### src/rtl/tmr8_pkg.sv
// shared constants, types and helpers of the 8-bit waveform timer
package tmr8_pkg;

   // ****************************************************************
   // counter limits
   // ****************************************************************
   localparam int TMR8_W = 8;
   localparam logic [7:0] TMR8_MAX = 8'hFF;
   localparam logic [7:0] TMR8_BOTTOM = 8'h00;
   localparam logic [7:0] TMR8_STEP = 8'h01;

   // ****************************************************************
   // waveform mode select encodings
   // ****************************************************************
   localparam logic [1:0] TMR8_MODE_NORMAL = 2'h0;
   localparam logic [1:0] TMR8_MODE_PHASE = 2'h1;
   localparam logic [1:0] TMR8_MODE_MATCH = 2'h2;
   localparam logic [1:0] TMR8_MODE_FAST = 2'h3;

   // ****************************************************************
   // output action select encodings
   // ****************************************************************
   localparam logic [1:0] TMR8_ACT_NONE = 2'h0;
   localparam logic [1:0] TMR8_ACT_TOGGLE = 2'h1;
   localparam logic [1:0] TMR8_ACT_CLEAR = 2'h2;
   localparam logic [1:0] TMR8_ACT_SET = 2'h3;

   // counting direction of the dual-slope mode
   typedef enum logic {TMR8_UP, TMR8_DOWN} tmr8_dir_t;

   // true for both pwm modes, where the compare value is buffered
   function automatic logic tmr8_is_pwm(input logic [1:0] mode);
      return (mode == TMR8_MODE_FAST) || (mode == TMR8_MODE_PHASE);
   endfunction : tmr8_is_pwm

   // level left by an up-counting match in pwm: high only when inverted
   function automatic logic tmr8_up_level(input logic [1:0] act);
      return act == TMR8_ACT_SET;
   endfunction : tmr8_up_level

endpackage : tmr8_pkg

### src/rtl/tmr8_wavegen.sv
// compare output waveform generator of the 8-bit timer
`timescale 1ns/10ps
`default_nettype none

module tmr8_wavegen
   import tmr8_pkg::*;
(
   input wire logic [1:0] mode,
   input wire logic [1:0] action,
   input wire logic oc,
   input wire logic tick,
   input wire logic match,
   input wire logic at_max,
   input wire logic at_bottom,
   input wire logic count_up,
   input wire logic ocr_max,
   input wire logic force_match,
   output logic next_oc
);

   // polarity of the pwm waveform
   logic up_lvl;
   assign up_lvl = tmr8_up_level(action);

   // ****************************************************************
   // next level of the compare output
   // ****************************************************************
   always_comb
   begin
      next_oc = oc;
      case (mode)
         // non-pwm: set, clear or toggle on a match or a forced match
         TMR8_MODE_NORMAL, TMR8_MODE_MATCH:
         begin
            if ((tick && match) || force_match)
            begin
               case (action)
                  TMR8_ACT_TOGGLE: next_oc = ~oc;
                  TMR8_ACT_CLEAR: next_oc = 1'b0;
                  TMR8_ACT_SET: next_oc = 1'b1;
                  default: next_oc = oc;
               endcase
            end
         end
         // single slope: the wrap wins over a match at max, so max is flat
         TMR8_MODE_FAST:
         begin
            if (tick && (action == TMR8_ACT_TOGGLE) && match)
            begin
               next_oc = ~oc;
            end
            else if (tick && action[1])
            begin
               if (match)
               begin
                  next_oc = up_lvl;
               end
               if (at_max)
               begin
                  next_oc = ~up_lvl;
               end
            end
         end
         // dual slope: bottom counts as upward, max as upward unless ocr is max
         TMR8_MODE_PHASE:
         begin
            if (tick && action[1])
            begin
               if (at_max)
               begin
                  next_oc = ocr_max ? ~up_lvl : up_lvl;
               end
               else if (match)
               begin
                  next_oc = (count_up || at_bottom) ? up_lvl : ~up_lvl;
               end
            end
         end
         default: next_oc = oc;
      endcase
   end

endmodule : tmr8_wavegen

`default_nettype wire

### src/rtl/tmr8_timer.sv
// 8-bit timer/counter with four counting and waveform modes
`timescale 1ns/10ps
`default_nettype none

// Notes on behaviour
// mode 0 counts up and rolls over
// mode 0 overflow flag set on wrap
// mode 2 clears after compare match
// mode 2 compare unbuffered, missed match wraps
// mode 2 action 1 toggles on match
// mode 2 overflow flag set on max wrap
// pin driven only when direction is output
// mode 3 counts up then wraps
// fast pwm clears on match, sets at wrap
// action 2 non-inverted, 3 inverted pwm
// fast pwm overflow flag at max
// fast pwm extreme compare values handled
// fast pwm action 1 toggles on match
// mode 1 up, one tick max, down
// phase pwm clears up, sets down
// phase pwm overflow flag at zero
// phase pwm extremes give constant levels
// at max take up-count match level
// tick is a clock enable, synchronous
// match sets compare flag, one clears
// pwm buffers compare value, others direct
// counter write beats clear and count
// action 0 leaves output unchanged
// buffer loads at wrap or at max
module tmr8_timer
   import tmr8_pkg::*;
(
   input wire logic CLK_SYS,
   input wire logic RESETN,
   input wire logic CE,
   input wire logic TIMER_TICK,
   input wire logic [1:0] WAVEFORM_MODE_SEL,
   input wire logic [1:0] OUTPUT_ACTION_SEL,
   input wire logic CMP_WR,
   input wire logic [TMR8_W-1:0] CMP_WDATA,
   input wire logic CNT_WR,
   input wire logic [TMR8_W-1:0] CNT_WDATA,
   input wire logic FORCE_MATCH,
   input wire logic OVF_CLR,
   input wire logic CMP_CLR,
   input wire logic PIN_DIR_OUT,
   output logic [TMR8_W-1:0] COUNT_VALUE,
   output logic [TMR8_W-1:0] COMPARE_VALUE,
   output logic [TMR8_W-1:0] COMPARE_BUF,
   output logic OVERFLOW_FLAG,
   output logic COMPARE_FLAG,
   output logic COMPARE_OUTPUT,
   output logic PIN_OUT,
   output logic PIN_OE
);

   // ****************************************************************
   // state of the block
   // ****************************************************************

   // every flip-flop of the timer lives in this one record
   typedef struct packed {
      logic [TMR8_W-1:0] cnt; // counter
      logic [TMR8_W-1:0] ocr; // active compare value
      logic [TMR8_W-1:0] ocr_buf; // buffered compare value
      logic ovf; // overflow flag
      logic cmpf; // compare flag
      logic oc; // internal compare output state
      logic blk; // match blocked after a counter write
      tmr8_dir_t dir; // dual-slope direction
   } tmr8_state_t;

   tmr8_state_t st; // registered state
   tmr8_state_t next_st; // next state

   // ****************************************************************
   // decoded conditions
   // ****************************************************************

   logic tick_ev; // one counting step in this cycle
   logic at_max; // counter at its top
   logic at_bottom; // counter at zero
   logic match; // comparator hit, unless blocked
   logic pwm; // a buffered mode is active
   logic ovf_set; // overflow event this cycle
   logic cmp_set; // compare flag event this cycle
   logic force_ev; // forced match, non-pwm only
   logic wave_oc; // next compare output level

   // the tick only qualifies the system clock, no second clock domain
   assign tick_ev = CE && TIMER_TICK;
   assign at_max = st.cnt == TMR8_MAX;
   assign at_bottom = st.cnt == TMR8_BOTTOM;
   // a counter write suppresses the next match, so ocr can equal cnt safely
   assign match = (st.cnt == st.ocr) && !st.blk;
   assign pwm = tmr8_is_pwm(WAVEFORM_MODE_SEL);

   // overflow sits at max in three modes and at bottom in the dual slope
   assign ovf_set = tick_ev && ((WAVEFORM_MODE_SEL == TMR8_MODE_PHASE) ? at_bottom : at_max);

   // a match present at a tick raises the flag at that tick
   assign cmp_set = tick_ev && match;

   // forcing is meaningless in pwm, where it is ignored
   assign force_ev = CE && FORCE_MATCH && !pwm;

   // ****************************************************************
   // waveform generator
   // ****************************************************************

   // the output level rule is kept apart from the counter sequencing
   tmr8_wavegen u_wave (
      .mode (WAVEFORM_MODE_SEL),
      .action (OUTPUT_ACTION_SEL),
      .oc (st.oc),
      .tick (tick_ev),
      .match (match),
      .at_max (at_max),
      .at_bottom (at_bottom),
      .count_up (st.dir == TMR8_UP),
      .ocr_max (st.ocr == TMR8_MAX),
      .force_match (force_ev),
      .next_oc (wave_oc)
   );

   // ****************************************************************
   // next-state logic
   // ****************************************************************

   // with ce low nothing moves; all state holds
   always_comb
   begin
      next_st = st;
      if (CE)
      begin
         if (tick_ev)
         begin
            // the block lasts exactly one tick
            next_st.blk = 1'b0;
            case (WAVEFORM_MODE_SEL)
               // free running: up only, natural wrap
               TMR8_MODE_NORMAL:
               begin
                  next_st.cnt = st.cnt + TMR8_STEP;
               end
               // ocr acts as top; a top below cnt is missed until the wrap
               TMR8_MODE_MATCH:
               begin
                  if (match)
                  begin
                     next_st.cnt = TMR8_BOTTOM;
                  end
                  else
                  begin
                     next_st.cnt = st.cnt + TMR8_STEP;
                  end
               end
               // single slope with buffer transfer at the wrap
               TMR8_MODE_FAST:
               begin
                  if (at_max)
                  begin
                     next_st.cnt = TMR8_BOTTOM;
                     next_st.ocr = st.ocr_buf;
                  end
                  else
                  begin
                     next_st.cnt = st.cnt + TMR8_STEP;
                  end
               end
               // dual slope, max held for one tick, transfer at max
               TMR8_MODE_PHASE:
               begin
                  if (st.dir == TMR8_UP)
                  begin
                     if (at_max)
                     begin
                        next_st.dir = TMR8_DOWN;
                        next_st.cnt = st.cnt - TMR8_STEP;
                        next_st.ocr = st.ocr_buf;
                     end
                     else
                     begin
                        next_st.cnt = st.cnt + TMR8_STEP;
                     end
                  end
                  else if (at_bottom)
                  begin
                     next_st.dir = TMR8_UP;
                     next_st.cnt = st.cnt + TMR8_STEP;
                  end
                  else
                  begin
                     next_st.cnt = st.cnt - TMR8_STEP;
                  end
               end
               default: next_st.cnt = st.cnt;
            endcase
         end

         // a set arriving together with a clear is kept
         next_st.ovf = ovf_set || (st.ovf && !OVF_CLR);
         next_st.cmpf = cmp_set || (st.cmpf && !CMP_CLR);

         next_st.oc = wave_oc;

         // pwm writes land in the buffer only; other modes write through
         if (CMP_WR)
         begin
            next_st.ocr_buf = CMP_WDATA;
            if (!pwm)
            begin
               next_st.ocr = CMP_WDATA;
            end
         end

         // applied last so it overrides any clear or count of this cycle
         if (CNT_WR)
         begin
            next_st.cnt = CNT_WDATA;
            next_st.blk = 1'b1;
         end
      end
   end

   // ****************************************************************
   // state register
   // ****************************************************************

   // synchronous active-low reset clears every field
   always_ff @(posedge CLK_SYS)
   begin
      if (!RESETN)
      begin
         st <= '0;
      end
      else
      begin
         st <= next_st;
      end
   end

   // ****************************************************************
   // outputs
   // ****************************************************************

   assign COUNT_VALUE = st.cnt;
   assign COMPARE_VALUE = st.ocr;
   assign COMPARE_BUF = st.ocr_buf;
   assign OVERFLOW_FLAG = st.ovf;
   assign COMPARE_FLAG = st.cmpf;
   assign COMPARE_OUTPUT = st.oc;
   // the internal level survives while the pin is an input
   assign PIN_OUT = st.oc;
   assign PIN_OE = PIN_DIR_OUT;
endmodule : tmr8_timer

`default_nettype wire

### config.mk
export PLATFORM = sky130hd
export DESIGN_NAME = tmr8_timer
export DESIGN_NICKNAME = d
export VERILOG_FILES = /design/src/rtl/tmr8_pkg.sv /design/src/rtl/tmr8_wavegen.sv /design/src/rtl/tmr8_timer.sv
export SDC_FILE = /design/constraint.sdc
export NUM_CORES = 1
export LEC_CHECK = 0
export BUFFER_PORTS_ARGS = -buffer_cell sky130_fd_sc_hd__buf_2
export CAP_MARGIN = 15
export CORE_ASPECT_RATIO = 2
export CORE_MARGIN = 5
export CORE_UTILIZATION = 45
export DETAILED_ROUTE_END_ITERATION = 8
export PLACE_DENSITY = 0.69
export REMOVE_ABC_BUFFERS = 1
export SYNTH_ARGS = -nofsm -noshare
export SYNTH_HDL_FRONTEND = slang
export SYNTH_SLANG_ARGS = --single-unit
### constraint.sdc
create_clock -name CLK_SYS -period 6.1 [get_ports CLK_SYS]
set_input_delay 1.22 -clock CLK_SYS [delete_from_list [all_inputs] [get_ports CLK_SYS]]
set_output_delay 1.22 -clock CLK_SYS [all_outputs]
set_load 0.02 [all_outputs]
# [Word-level counts from Yosys, hierarchy flattened]
# Index checks and enable logic that the tools add are counted.
[totals] ff_bits=29 output_inout_bits=29 in_bits=30 wordCells=88
[classes] n_bitwise=3 add_sub_neg=2 n_eq_ne=15 n_reduce_logical=28 n_mux=32
[ops] operator="two-way mux 8 bit" count=9
[ops] operator="two-way mux 16 bit" count=2
[ops] operator="one-hot mux 8 bit (4 select lines)" count=1
[ops] operator="== test 8 bit, second input constant" count=2
[ops] operator="two-way mux 1 bit" count=16
[ops] operator="one-hot mux 8 bit (2 select lines)" count=1
[ops] operator="logical AND 1 bit" count=11
[ops] operator="adder 8 x 1 -> 8 bit, second input constant" count=1
[ops] operator="== test 2 bit, second input constant" count=4
[ops] operator="== test 8 bit" count=1
[ops] operator="logical NOT 8 bit" count=1
[ops] operator="!= test 4 x 2 -> 1 bit, second input constant" count=2
[ops] operator="subtractor 8 x 1 -> 8 bit, second input constant" count=1
[ops] operator="AND reduction 7 bit" count=1
[ops] operator="one-hot mux 1 bit (3 select lines)" count=2
[ops] operator="logical OR 1 bit" count=5
[ops] operator="== test 2 x 1 -> 1 bit, second input constant" count=2
[ops] operator="logical NOT 1 bit" count=4
[ops] operator="!= test 2 x 1 -> 1 bit, second input constant" count=2
[ops] operator="AND reduction 2 bit" count=2
[ops] operator="!= test 3 x 1 -> 1 bit, second input constant" count=1
[ops] operator="!= test 3 x 2 -> 1 bit, second input constant" count=1
[ops] operator="NOT 1 bit" count=3
[ops] operator="AND reduction 3 bit" count=1
[ops] operator="4 further kinds" count=4

# [Depth between registers and ports, before layout]
[logic_depth] word_depth=7 mapped_depth=10 ltp_nobuf=8

# [By module]
# A second synthesis with hierarchy kept.
[unflattened] hier_cells=313 area_unflattened_um2=2329.7
[modules_own_cells] module="tmr8_timer" area_per_inst_um2=2155.8 seq_area_each_um2=580.6 cells_each=286 n_inst=1
[modules_own_cells] module="tmr8_wavegen" area_per_inst_um2=173.9 seq_area_each_um2=0.0 cells_each=27 n_inst=1

# [Worst setup path after synthesis]
# Ideal clock, no wire load.
[synth_timing] path_type="input to output" startpoint="input PIN_DIR_OUT" endpoint="output PIN_OE" required_ns=4.880 slack_ns=3.526 stages=1 path_buffers=1 arrival_time_ns=1.354 cell_sequence="buf_4"
[synth_rtl] element="start, declared" line="tmr8_timer.sv:46" source="input wire logic PIN_DIR_OUT,"
[synth_rtl] element="end, declared" line="tmr8_timer.sv:54" source="output logic PIN_OE"
# No word-level cell between the ends.

# [Worst setup path in the final report]
[layout_timing] startpoint="input CE" endpoint="register st (netlist bit COMPARE_OUTPUT)"
[layout_between] elab_chain_len=5 word_cells_on_any_way=15 classes_between="4 x eq/ne; 2 x mux; 9 x reduce/logical"
[layout_lines] element="start, declared" line="tmr8_timer.sv:35" source="input wire logic CE,"
[layout_lines] element="logical AND 1 bit (on tied branches)" line="tmr8_timer.sv:91, tmr8_timer.sv:105"
[layout_lines] element="logical AND 1 bit (on tied branches)" line="tmr8_wavegen.sv:48, tmr8_timer.sv:105, tmr8_wavegen.sv:35"
[layout_lines] element="logical AND 1 bit / logical OR 1 bit (equally long branches)" line="tmr8_wavegen.sv:48, tmr8_wavegen.sv:35"
[layout_lines] element="!= test 4 x 2 -> 1 bit (no source line), or another cell as far along"
[layout_lines] element="AND reduction 7 bit (no source line) / one-hot mux 1 bit (3 select lines) (equally long branches)"
[layout_lines] element="end signal, assigned" line="tmr8_timer.sv:239" source="st <= next_st;"
[layout_lines] element="end, declared" line="tmr8_timer.sv:73" source="tmr8_state_t st;"
# Several ways; a longest one is shown, not always the timed one.
# A chain may end at the register's enable or synchronous reset.

==> results.yml <==
global_route:
  grt_max_degree: 28
  gr-total-overflow: 0
  grt_first_pass_wirelength_um: 10700
  grt_use_total: 0.204
  grt_pass1_vias: 2242
  antenna_found_initial: 0
floorplanning:
  die_w_um: 60.9
  die_h_um: 112
  rows: 37
  design.core.area_um2: 5090
  io_pins: 59
  initial_utilization: 0.459
  dieArea_um2: 6820
timing:
  final.min_clock_period_ns: 2.67
  fin_skew_ns: 0.00460
  fmax_ghz: 0.375
  finalSetupViolCount: 0
  tns_ns: 0
  hold_viol_final: 0
  drv_slew: 0
  period_share: 0.437
  worst_pin_slew_ns: 0.834
  rsz0062_at_grt: "false"
  slew_headroom: 0.441
detailed_routing:
  wirelength_um: 6740
  vias_per_cell: 5.98
  route.detailed.drc: 0
  first_pass_iters: 5
  final_antenna_net_count: 0
  num_vias: 2262
  wire_per_inst_um: 17.8
  dr.first_iter.drc_count: 78
final_layout:
  fin_util: 0.476
  n_antenna_cell: 0
  fin_nets: 351
  areaGrowthSynthToFinish_pct: 3.70
  drive_gt1_frac: 0.247
  fillers: 557
  design_area_um2: 2420
power_and_ir_drop:
  p_comb_frac: 0.257
  p_sw_mw: 0.172
  clockPowerShare: 0.309
  total_power_mw: 0.503
  ir_drop_v: 0.000246
  seqPwrFrac: 0.435
  cellLeakagePower_nw: 1.06
  power_density_nw_per_um2: 208
  internal_power_mw: 0.331
  swShare: 0.342
worst_hold_path:
  min_to: "COMPARE_BUF[3]$_SDFFE_PN0P_"
  hp-class: "register to register"
  hp-start: "COMPARE_BUF[3]$_SDFFE_PN0P_"
  holdPathStages: 2
place:
  port-buffer-count: 56
  place_hpwl_um: 5150
  gp_congestion: 0.942
  place_area_um2: 2340
setup_path:
  max_stage_delay_ns: 0.52
  reg2reg_depth: 7
  required_ns: 6.31
  r2r-end: "COMPARE_VALUE[2]$_SDFFE_PN0P_"
  r2r_slack_ns: 3.54
  cp-start-kind: "input pin"
  cp_top_family: "compound AO/OA/AOI/OAI gates"
  reg2reg_from: "COUNT_VALUE[0]$_SDFFE_PN0P_"
  path_buf_inv: 1
  cp_max_fo: 27
  crit_cells: 6
  crit_chain: "buf_2 -> nand2_1 -> o41ai_1 -> a211oi_1 -> a211o_1 -> a31oi_1"
  critical_path_class: "input pin to register"
  cp-end-kind: "register"
  slowest_stage: "o41ai_1"
  worst_ep_arrival_time_ns: 2.88
synth:
  synth_fa_ha_area_frac: 0.0107
  synth.distinct_cells: 57
  synth-xor-area-share: 0.0675
  synth_ff_type: "dfxtp_1"
  synth_top_family_by_area: "compound AO/OA/AOI/OAI gates"
  synth_top_area_frac: 0.249
  avgSynthCellArea_um2: 7.63
  synth_edf_count: 0
  muxShareOfSynthArea: 0.0193
  synth-simple-area-share: 0.229
  yosys_warnings: 0
  syn-cell-area_um2: 2340
  synthCells: 306
  synth-seq-area-share: 0.249
  yosys.area.top_type: "dfxtp_1"
  synth_async_sr_flop_share: 0
  synthTopCellsByCount: "29 x buf_4, 29 x dfxtp_1, 24 x nand2_1, 23 x nor2_1, 19 x nand3_1"
  synth-seq-cells: 29
  synth_area_leaders: "dfxtp_1 25%, buf_4 9.3%, xnor2_1 4.1%"
  synth-compound-area-share: 0.261
run:
  max_cap_violations: 0
clock_tree:
  clock_latency_ns: 0.28
  cts_made_buffers: 5
  cts_resized: 0
  cts_tree: "yes"
  cts.sinks: 29
  clk_path_buf_depth: 2
  clk_pin_slew_ns: 0.07
  cts_setup_buffers: 0
  cts_htree_levels: 2
  cts-root-buf: "clkbuf_8"
  cts-hold-fix-buffers: 0
outcome:
  status: "finished clean"
==> worst register-to-register path: cells and delay by family (launching register included) <==
kind	cells	cell delay [ns]
adders and majority gates	1	0.41
AOI/OAI and AO/OA	2	0.25
DFF	1	0.60
and+or+nand+nor	4	1.20
==> layout make-up <==
cell class                 instances  area (µm²)  share of cell area
inverter                           9        33.8              0.0139
sequential                        29         581               0.240
clock inverter                     2        10.0             0.00413
tap                               58        72.6              0.0300
timing repair buffer              56         280               0.116
multi-input combinational        218        1370               0.567
clock buffer                       6        72.6              0.0300
==> cells by family after synthesis <==
kind of cell / after synthesis
AO/OA/AOI/OAI: 89
XOR/XNOR: 18
adder cells (fa/ha/maj): 2
buffers and inverters: 59
flip-flops: 29
multiplexers: 4
AND/OR/NAND/NOR: 105
==> metrics by stage <==
stage / setup WS [ns] / hold WS (ns) / instances
global route: 3.28 / 0.498 / 378
global placement: 3.22 / 0.456 / 370
floorplan: 3.66 / 0.473 / 256
detailed placement: 3.15 / 0.462 / 370
CTS: 3.46 / 0.474 / 378
finish: 3.43 / 0.474 / 378
==> how the worst max path moves through the flow <==
stage | startpoint | endpoint | slack, ns
global route | CE | COMPARE_OUTPUT$_SDFFE_PN0P_ | 3.28
CTS | CE | COMPARE_OUTPUT$_SDFFE_PN0P_ | 3.46
finish | CE | COMPARE_OUTPUT$_SDFFE_PN0P_ | 3.43
detailed placement | CE | COMPARE_OUTPUT$_SDFFE_PN0P_ | 3.15
floorplan | PIN_DIR_OUT | PIN_OE | 3.66
global placement | CE | COMPARE_OUTPUT$_SDFFE_PN0P_ | 3.22
==> state kept, by name, indices dropped and copies added (netlist names) <==
name and cells:
COMPARE_OUTPUT 1, st 2, COMPARE_VALUE 8, COMPARE_FLAG 1, COMPARE_BUF 8, OVERFLOW_FLAG 1
COUNT_VALUE 8
==> layout by cell type (no fill, tap or decap), drive strengths merged, types with 8 or more instances in the layout <==
cell type | netlist | layout
buf | 38 | 56
dfxtp | 29 | 29
nand2 | 24 | 24
nor2 | 23 | 23
nand3 | 20 | 20
o21ai | 19 | 19
a21oi | 18 | 18
xnor2 | 11 | 11
inv | 9 | 9
o21a | 8 | 8
==> power by group through the flow <==
| stage | sequential, mW | clock [mW] | combinational [mW] |
|---|---|---|---|
| after global routing | 0.220 | 0.170 | 0.141 |
| after detailed placement | 0.222 | 0 | 0.128 |
| final | 0.219 | 0.155 | 0.129 |
| after CTS | 0.218 | 0.157 | 0.129 |
| after global placement | 0.222 | 0 | 0.127 |
| after floorplan | 0.230 | 0 | 0.0693 |
==> metal layers <==
layer	global-route usage	wire, µm	vias to the layer above
li1	-	-	1103
met1	0.209	2380	1059
met2	0.365	3780	78
met3	0.0325	328	22
met4	0.113	255	0
met5	0	0	-
Note: power is estimated with default switching activity, not from simulation.
